### config.mk
export PLATFORM = sky130hd
export DESIGN_NAME = io_power_ctrl
export DESIGN_NICKNAME = d
export VERILOG_FILES = /design/src/rtl/io_power_pkg.sv /design/src/rtl/io_power_ctrl.sv /design/src/rtl/io_power_addr_decode.sv
export SDC_FILE = /design/constraint.sdc
export NUM_CORES = 1
export LEC_CHECK = 0
export ABC_AREA = 0
export BUFFER_PORTS_ARGS = -buffer_cell sky130_fd_sc_hd__buf_2
export CORE_ASPECT_RATIO = 1.5
export CORE_UTILIZATION = 47
export DETAILED_ROUTE_END_ITERATION = 16
export GPL_ROUTABILITY_DRIVEN = 0
export PLACE_DENSITY = 0.86
export SYNTH_ARGS = -nofsm -noshare
export SYNTH_HDL_FRONTEND = slang
export SYNTH_SLANG_ARGS = --single-unit
### constraint.sdc
create_clock -name core_clk_i -period 1.27 [get_ports core_clk_i]
set_input_delay 0.127 -clock core_clk_i [delete_from_list [all_inputs] [get_ports core_clk_i]]
set_output_delay 0.127 -clock core_clk_i [all_outputs]
set_load 0.01 [all_outputs]
### src/rtl/io_power_pkg.sv
// constants for the usb io and power control register block
package io_power_pkg;

  // ----------------------------------------------------------------
  // register addresses
  // ----------------------------------------------------------------
  localparam logic [5:0] VENDOR_FIRST_ADDR = 6'h30;
  localparam logic [5:0] VENDOR_LAST_ADDR  = 6'h3F;
  localparam logic [5:0] IO_POWER_WR_ADDR  = 6'h39;
  localparam logic [5:0] IO_POWER_SET_ADDR = 6'h3A;
  localparam logic [5:0] IO_POWER_CLR_ADDR = 6'h3B;

  // ----------------------------------------------------------------
  // field positions and reset value
  // ----------------------------------------------------------------
  localparam int         RESERVED_BIT      = 0;
  localparam int         SWAP_BIT          = 1;
  localparam int         SERIAL_LVL_LSB    = 2;
  localparam int         PULLUP_POS_BIT    = 4;
  localparam int         PULLUP_NEG_BIT    = 5;
  localparam int         USB_LVL_LSB       = 6;
  localparam logic [7:0] IO_POWER_RESET    = 8'h04;
  localparam logic [7:0] WRITABLE_MASK     = 8'hFE;

  // ----------------------------------------------------------------
  // regulator level codes
  // ----------------------------------------------------------------
  localparam logic [1:0] LEVEL_3V30        = 2'h0;
  localparam logic [1:0] LEVEL_3V00        = 2'h1;
  localparam logic [1:0] LEVEL_2V75        = 2'h2;
  localparam logic [1:0] LEVEL_2V50        = 2'h3;

  // register access commands
  typedef enum logic [1:0] {
    ACC_NONE,
    ACC_WRITE,
    ACC_SET,
    ACC_CLEAR
  } access_kind_t;

endpackage

### src/rtl/io_power_ctrl.sv
// usb io and power control register with its pin steering
`timescale 1ns/1ps
module io_power_ctrl (
  // clock and reset
  input  wire logic       core_clk_i,
  input  wire logic       reset_n_i,
  // immediate register access
  input  wire logic       reg_wr_en_i,
  input  wire logic       reg_rd_en_i,
  input  wire logic [5:0] reg_addr_i,
  input  wire logic [7:0] reg_wr_data_i,
  output logic      [7:0] reg_rd_data_o,
  output logic            reg_rd_valid_o,
  // operating mode from the mode controller
  input  wire logic       serial_mode_i,
  input  wire logic       audio_mode_i,
  input  wire logic       serial_transmit_enable_i,
  // line and supply control
  output logic            data_line_swap_o,
  output logic            serial_pin_swap_o,
  output logic            speaker_swap_o,
  output logic      [1:0] regulated_supply_output_o,
  output logic            charger_pullup_pos_line_o,
  output logic            charger_pullup_neg_line_o
);

  // ----------------------------------------------------------------
  // register decode and storage
  // ----------------------------------------------------------------
  io_power_pkg::access_kind_t kind;
  logic                       read_hit;
  logic [7:0]                 io_power_control_ff;
  logic [7:0]                 nxt_io_power_control;
  logic                       serial_active_ff;
  logic                       serial_seen_ff;

  io_power_addr_decode u_decode (
    .wr_en_i    (reg_wr_en_i),
    .addr_i     (reg_addr_i),
    .kind_o     (kind),
    .read_hit_o (read_hit)
  );

  always_comb begin
    nxt_io_power_control = io_power_control_ff;
    case (kind)
      io_power_pkg::ACC_WRITE: nxt_io_power_control = reg_wr_data_i;
      io_power_pkg::ACC_SET:   nxt_io_power_control = io_power_control_ff | reg_wr_data_i;
      io_power_pkg::ACC_CLEAR: nxt_io_power_control = io_power_control_ff & ~reg_wr_data_i;
      default:                 nxt_io_power_control = io_power_control_ff;
    endcase
    nxt_io_power_control = nxt_io_power_control & io_power_pkg::WRITABLE_MASK;
  end

  // reset values of both level fields
  always_ff @(posedge core_clk_i or negedge reset_n_i) begin
    if (!reset_n_i) begin
      io_power_control_ff <= io_power_pkg::IO_POWER_RESET;
    end else begin
      io_power_control_ff <= nxt_io_power_control;
    end
  end

  // ----------------------------------------------------------------
  // read path
  // ----------------------------------------------------------------
  // unmapped addresses read zero, answer one cycle after the request
  always_ff @(posedge core_clk_i or negedge reset_n_i) begin
    if (!reset_n_i) begin
      reg_rd_data_o  <= 8'h00;
      reg_rd_valid_o <= 1'b0;
    end else begin
      reg_rd_valid_o <= reg_rd_en_i;
      // same content at all three addresses
      if (reg_rd_en_i) begin
        reg_rd_data_o <= read_hit ? io_power_control_ff : 8'h00;
      end
    end
  end

  // ----------------------------------------------------------------
  // serial mode entry tracking
  // ----------------------------------------------------------------
  // regulator keeps the usb level until transmit enable shows
  always_ff @(posedge core_clk_i or negedge reset_n_i) begin
    if (!reset_n_i) begin
      serial_active_ff <= 1'b0;
      serial_seen_ff   <= 1'b0;
    end else begin
      serial_seen_ff <= serial_mode_i;
      // level change gated by transmit enable
      if (!serial_mode_i) begin
        serial_active_ff <= 1'b0;
      end else if (serial_transmit_enable_i) begin
        serial_active_ff <= 1'b1;
      end
    end
  end

  // ----------------------------------------------------------------
  // pin steering and supply level
  // ----------------------------------------------------------------
  logic       swap_bit;
  logic [1:0] serial_level;
  logic [1:0] usb_level;
  logic [1:0] nxt_supply;

  assign swap_bit     = io_power_control_ff[io_power_pkg::SWAP_BIT];
  assign serial_level = io_power_control_ff[io_power_pkg::SERIAL_LVL_LSB +: 2];
  assign usb_level    = io_power_control_ff[io_power_pkg::USB_LVL_LSB +: 2];

  always_comb begin
    // usb field in sync and low-power modes, and in serial-link mode until transmit enable
    nxt_supply = usb_level;
    if (audio_mode_i) begin
      nxt_supply = io_power_pkg::LEVEL_3V30;
    // serial field applies once serial mode is live
    end else if (serial_active_ff) begin
      nxt_supply = serial_level;
    end
  end

  always_ff @(posedge core_clk_i or negedge reset_n_i) begin
    if (!reset_n_i) begin
      regulated_supply_output_o <= io_power_pkg::LEVEL_3V30;
    end else begin
      // level code passed unchanged to the regulator
      regulated_supply_output_o <= nxt_supply;
    end
  end

  always_ff @(posedge core_clk_i or negedge reset_n_i) begin
    if (!reset_n_i) begin
      data_line_swap_o  <= 1'b0;
      serial_pin_swap_o <= 1'b0;
      speaker_swap_o    <= 1'b0;
    end else begin
      data_line_swap_o  <= swap_bit && !audio_mode_i;
      serial_pin_swap_o <= swap_bit && serial_mode_i;
      speaker_swap_o    <= 1'b0;
    end
  end

  always_ff @(posedge core_clk_i or negedge reset_n_i) begin
    if (!reset_n_i) begin
      charger_pullup_pos_line_o <= 1'b0;
      charger_pullup_neg_line_o <= 1'b0;
    end else begin
      // pull-up enables, forced in serial mode
      charger_pullup_pos_line_o <= io_power_control_ff[io_power_pkg::PULLUP_POS_BIT] || serial_mode_i;
      charger_pullup_neg_line_o <= io_power_control_ff[io_power_pkg::PULLUP_NEG_BIT] || serial_mode_i;
    end
  end

  // ----------------------------------------------------------------
  // checks
  // ----------------------------------------------------------------
  a_reserved_zero: assert property (@(posedge core_clk_i) disable iff (!reset_n_i)
    io_power_control_ff[io_power_pkg::RESERVED_BIT] == 1'b0)
    else $error("reserved bit set");

  a_set_ors_in: assert property (@(posedge core_clk_i) disable iff (!reset_n_i)
    (kind == io_power_pkg::ACC_SET) |=> ((io_power_control_ff & ($past(reg_wr_data_i) & 8'hFE)) ==
      ($past(reg_wr_data_i) & 8'hFE)) && ((io_power_control_ff | $past(io_power_control_ff)) == io_power_control_ff))
    else $error("set access lost a bit");

  a_clear_removes: assert property (@(posedge core_clk_i) disable iff (!reset_n_i)
    (kind == io_power_pkg::ACC_CLEAR) |=>
      (io_power_control_ff == ($past(io_power_control_ff) & ~$past(reg_wr_data_i))))
    else $error("clear access wrong");

  a_write_decode: assert property (@(posedge core_clk_i) disable iff (!reset_n_i)
    (reg_wr_en_i && reg_addr_i == io_power_pkg::IO_POWER_WR_ADDR) |=>
      (io_power_control_ff == ($past(reg_wr_data_i) & 8'hFE)))
    else $error("plain write not stored");

  a_read_alias: assert property (@(posedge core_clk_i) disable iff (!reset_n_i)
    (reg_rd_en_i && reg_addr_i == io_power_pkg::IO_POWER_CLR_ADDR) |=>
      (reg_rd_valid_o && reg_rd_data_o == $past(io_power_control_ff)))
    else $error("read at clear address wrong");

  a_audio_level: assert property (@(posedge core_clk_i) disable iff (!reset_n_i)
    audio_mode_i |=> (regulated_supply_output_o == 2'h0))
    else $error("audio mode level not 3.3V");

  a_usb_level: assert property (@(posedge core_clk_i) disable iff (!reset_n_i)
    (!audio_mode_i && !serial_mode_i) ##1 !audio_mode_i |=> (regulated_supply_output_o == $past(usb_level)))
    else $error("usb level not applied");

  a_serial_wait: assert property (@(posedge core_clk_i) disable iff (!reset_n_i)
    (!serial_seen_ff && serial_mode_i && !serial_transmit_enable_i && !audio_mode_i) |=>
      (regulated_supply_output_o == $past(usb_level)))
    else $error("serial level applied too early");

  a_serial_level: assert property (@(posedge core_clk_i) disable iff (!reset_n_i)
    (serial_mode_i && serial_transmit_enable_i && !audio_mode_i) ##1 (serial_mode_i && !audio_mode_i) |=>
      (regulated_supply_output_o == $past(serial_level)))
    else $error("serial level not applied");

  a_pullup_forced: assert property (@(posedge core_clk_i) disable iff (!reset_n_i)
    serial_mode_i |=> (charger_pullup_pos_line_o && charger_pullup_neg_line_o))
    else $error("pull-ups not forced in serial mode");

  a_swap_follow: assert property (@(posedge core_clk_i) disable iff (!reset_n_i)
    (swap_bit && !audio_mode_i) |=> data_line_swap_o)
    else $error("data lines not swapped");

  a_speaker_fixed: assert property (@(posedge core_clk_i) disable iff (!reset_n_i)
    audio_mode_i |=> !speaker_swap_o && !data_line_swap_o)
    else $error("speaker outputs swapped");

endmodule

### src/rtl/io_power_addr_decode.sv
// address decode of the io and power control register
`timescale 1ns/1ps
module io_power_addr_decode (
  // register request
  input  wire logic       wr_en_i,
  input  wire logic [5:0] addr_i,
  // decoded access
  output io_power_pkg::access_kind_t kind_o,
  output logic            read_hit_o
);

  // ----------------------------------------------------------------
  // decode
  // ----------------------------------------------------------------
  always_comb begin
    kind_o = io_power_pkg::ACC_NONE;
    if (wr_en_i) begin
      case (addr_i)
        io_power_pkg::IO_POWER_WR_ADDR:  kind_o = io_power_pkg::ACC_WRITE;
        io_power_pkg::IO_POWER_SET_ADDR: kind_o = io_power_pkg::ACC_SET;
        io_power_pkg::IO_POWER_CLR_ADDR: kind_o = io_power_pkg::ACC_CLEAR;
        default:                         kind_o = io_power_pkg::ACC_NONE;
      endcase
    end
  end

  assign read_hit_o = (addr_i >= io_power_pkg::IO_POWER_WR_ADDR) && (addr_i <= io_power_pkg::IO_POWER_CLR_ADDR);

endmodule

Word level (Yosys, flattened, before mapping) --
Cells that the tools add are included.
Operators by class: shifts and indexed selects 0, multiplexer cells 8, div/mod/pow operators 0, multiply operators 0, order comparisons 2, add/subtract/negate cells 0, bitwise operators 3, reductions and logical operators 7, equality and inequality tests 7
Operators with widths (count):
- case mux 8 bit (3 select lines) | 1
- == test 6 bit (second input constant) | 3
- AND 8 bit | 1
- 2-to-1 mux 8 bit | 1
- inverter 8 bit | 1
- OR 8 bit | 1
- greater-or-equal comparator 6 bit (second input constant) | 1
- <= comparator 6 bit (second input constant) | 1
- 2-to-1 mux 2 bit | 3
- case mux 2 bit (3 select lines) | 1
- == test 2 bit (second input constant) | 2
- logical AND 1 bit | 3
- nonzero test 3 bit | 1
- == test 2 x 1 -> 1 bit (second input constant) | 1
- logical OR 1 bit | 2
- 2-to-1 mux 1 bit | 2
- != test 2 x 1 -> 1 bit (second input constant) | 1
- zero test 1 bit | 1
Storage, ports and cells: bits of input ports 21, register bits after elaboration 23, ROM bits 0, logic and storage cells 36, memory bits (writable) 0, latch bits 0, memories 0

Longest topological paths before layout --
depth after elaboration 5, mapped depth 4, gate-level depth less buffers 3

By module --
A second synthesis with hierarchy kept.
Unflattened totals: cell total of the unflattened synthesis 92, area, all modules 1038.5 um2
By module, submodules not included:
- io_power_ctrl | cells an instance 88, instances 1, area each 1008.5 um2
- io_power_addr_decode | cells an instance 4, instances 1, area each 30.0 um2

Worst setup path before layout --
No wires, ideal clock.
path type input to register, start input port reg_addr_i[5], end register io_power_control_ff[4], path buffers 1, path slack 0.172 ns, stages 4, data required time 1.144 ns, data arrival time 0.972 ns, cell sequence and4b_1 and4b_1 buf_6 a221o_1
On the way: word-level cells in the longest chain between the ends 5, elaborated cells on any way between the ends 10, classes of those cells eq/ne: 6; mux: 3; reduce/logical: 1
RTL lines:
- start: declaration | RTL line io_power_ctrl.sv:10 | input wire logic [5:0] reg_addr_i,
- == test 6 bit | RTL line io_power_addr_decode.sv:18 | case (addr_i)
- case mux 2 bit (3 select lines) * | RTL line io_power_addr_decode.sv:18
- 2-to-1 mux 2 bit * | RTL line io_power_addr_decode.sv:17 | if (wr_en_i) begin
- == test 2 bit / == test 2 x 1 -> 1 bit (equally long branches) | RTL line io_power_ctrl.sv:46 | case (kind)
- case mux 8 bit (3 select lines) / nonzero test 3 bit (equally long branches)
- end signal: assignment | RTL line io_power_ctrl.sv:58 | io_power_control_ff <= io_power_pkg::IO_POWER_RESET;
- end signal: assignment | RTL line io_power_ctrl.sv:60 | io_power_control_ff <= nxt_io_power_control;
- end: declaration | RTL line io_power_ctrl.sv:32 | logic [7:0] io_power_control_ff;
Every way passes the cells marked *; elsewhere a longest branch is shown, timed or not. A chain may end at the register's enable or synchronous reset.

Final worst setup path --
start register io_power_control_ff[1], end register io_power_control_ff[1]
On the way: word-level cells in the longest chain between the ends 2, elaborated cells on any way between the ends 3, classes of those cells mux: 1; bitwise: 2
RTL lines (RTL line):
- AND 8 bit / OR 8 bit (equally long branches) | io_power_ctrl.sv:49, io_power_ctrl.sv:48
- case mux 8 bit (3 select lines) * | io_power_ctrl.sv:46
Marked as above.

==> results.md <==
* CP max FO at 5
* Number of port buffers at 33
* Hold Crit Depth at 2
* Register area at 552 µm²
* Via density at 5.68
* Total Nets Final at 151
* Maximum vdd ir drop at 652 µV
* Worst Skew at 0.000564 ns
* PD cells at 1070 mW/mm²
* Detailed-router iteration count before antenna repair at 4
* Setup-failing EPs final at 0
* Max Cap Violations at 0
* Share of the synthesized area in the top cell type at 0.532
* EDFF count, synth at 0
* Worst setup EP type: flip-flop
* Worst setup path start: io_power_control_ff[1]
* Grt peak-use layer: met2
* Antenna diodes at 0
* RSZ-0062 raised after global routing: false
* Pre-CTS setup slack at 0.0240 ns
* Post-synth top area cell: dfrtp_1
* Main synth FF type: dfrtp_1
* Iter 0 DRT Violations at 19
* Fillers at 189
* Antenna violations before repair at 0
* Post-DRT Antenna Nets at 0
* Largest net degree at the start of global routing at 23
* Crit path time final at 0.974 ns
* Area delta synth->final at 23.2%
* Die Footprint at 0.00229 mm²
* Avg Cell Area, Syn at 10.6 µm²
* Clock Path Buffers at 2
* DIE WIDTH at 39.4 µm
* WS Path Type: flip-flop to flip-flop
* Root Buffer: clkbuf_4
* Met2 Use GR at 0.314
* Total CTS buffers at 3
* Worst-path clk slew at 0.11 ns
* CTS sink count at 22
* # rows at 20
* Worst setup margin at 0.296 ns
* Ys async rst share at 1.00
* Max-slew violation count at 0
* Status: finished clean
* Final period utilization at 0.767
* Synth Instances at 93
* Hold_sp: serial_transmit_enable_i
* Io pins at 37
* Area of the multi-input gates at 374 µm²
* Cell area after synthesis at 987 µm²
* CTS tree: done
* DRT Wirelength at 1.99 mm
* Wire length of the first global-routing pass at 3.06 mm
* Post-route DRC at 0
* Met1 Use GR at 0.244
* Setup crit start kind: flip-flop
* Commonest cells post-synth: dfrtp_1 (21), nand2_1 (18), a221o_1 (7), inv_1 (7), o22ai_1 (7)
* Clock Latency Late Sink at 0.29 ns
* Gr usage total at 0.192
* Share of layout cells above drive strength 1 at 0.326
* Core area at 0.00200 mm²
* Initial core utilization at 0.493
* Vias in the first global route at 701
* Fmax at 1030 MHz
* Lkg Pwr at 0.577 nW
* Synth area leaders: dfrtp_1 (53%), a221o_1 (7.1%), nand2_1 (6.8%)
* Critical Path AT at 1.17 ns
* Yosys reg bits at 22
* Yosys warns at 0
* TNS Setup at 0 ns
* Remaining Overflow, GRT at 0
* Synth unique cells at 25
* Final hold viol count at 0
* H-Tree Depth at 1
* Met3 Track Usage GR at 0.0115
* R2r startpoint: io_power_control_ff[1]
* Setup bufs post-CTS at 0
* Seq/Total Area, Yosys at 0.559
* Die Ht at 58.1 µm
* Vias at 858
* Worst min path class: input pin to flip-flop
* Worst R2R Path Depth at 3
* Count leader, synth: dfrtp_1
* Drt wl/cell at 13.2 µm
* Worst Path Required at 1.46 ns
-- report_power, final --
| group | switching, mW | internal [mW] | total, mW |
|---|---|---|---|
| clock network | 0.192 | 0.175 | 0.366 |
| logic | 0.0975 | 0.0811 | 0.179 |
| registers | 0.0203 | 0.733 | 0.753 |
-- through the flow --
step / hold slack (ns) / power [mW] / std cells / utilization / area (µm²)
6_report: 0.0286 / 1.30 / 151 / 0.608 / 1220
5_1_grt: 0.0283 / 1.36 / 151 / 0.608 / 1220
4_1_cts: 0.0187 / 1.32 / 151 / 0.608 / 1220
3_5_place_dp: 0.108 / 0.941 / 145 / 0.579 / 1160
3_3_place_gp: 0.0922 / 0.930 / 145 / 0.579 / 1160
2_1_floorplan: -0.169 / 0.854 / 94 / - / 991
-- repair_timing --
item	in CTS	in global routing
resized for setup	0	0
hold endpoints to repair	24	0
hold buffers	2	0
-- critical path, stage by stage (launching register included) --
cell and delay [ns]:
dfrtp_1 0.45, nand2_1 0.09, o32ai_1 0.07, a221o_1 0.26
-- layout make-up --
cell class	instances	area share
clock buffers	4	0.0298
inverters	7	0.0216
multi-input cells	59	0.308
flip-flops and latches	22	0.454
well taps	22	0.0226
repair buffers	37	0.165
-- cell families (layout without fill, tap and decap cells) --
family          Yosys count  count (layout)  synth area share
flops                    22              22             0.559
mux                       2               2            0.0203
simple gates             32              32             0.165
compound gates           23              23             0.186
buf+inv                  13              48            0.0659
other cells               1               2           0.00380
-- layer usage --
layer / share of wire / up-vias
li1: - / 408
met3: 0.046 / 2
met1: 0.39 / 410
met2: 0.55 / 38
met5: 0 / -
met4: 0.013 / 0
-- placed cells by master, fill, tap and decap left out, drive strengths merged, types with 3 or more instances in the layout --
master  count
buf        35
o22ai       7
clkbuf      4
inv         7
nand2      18
nand3b      3
o31ai       3
a221o       7
dfrtp      21
o32ai       4
-- path summary, 6_finish.rpt --
kind,to,slack (ns)
worst max-delay path,io_power_control_ff[1],0.30
worst min-delay path,serial_active_ff,0.03
worst max register to register,io_power_control_ff[1],0.30
worst min register to register,reg_rd_data_o[5],0.54
max in group asynchronous,io_power_control_ff[2],0.60
min in group asynchronous,charger_pullup_neg_line_o,0.32
-- registers in the layout, summed over array words and instances (netlist names) --
register                   flops
charger_pullup_neg_line_o      1
charger_pullup_pos_line_o      1
data_line_swap_o               1
io_power_control_ff            7
reg_rd_data_o                  7
reg_rd_valid_o                 1
regulated_supply_output_o      2
serial_active_ff               1
serial_pin_swap_o              1
No activity file was read; power rests on OpenSTA's default activity.
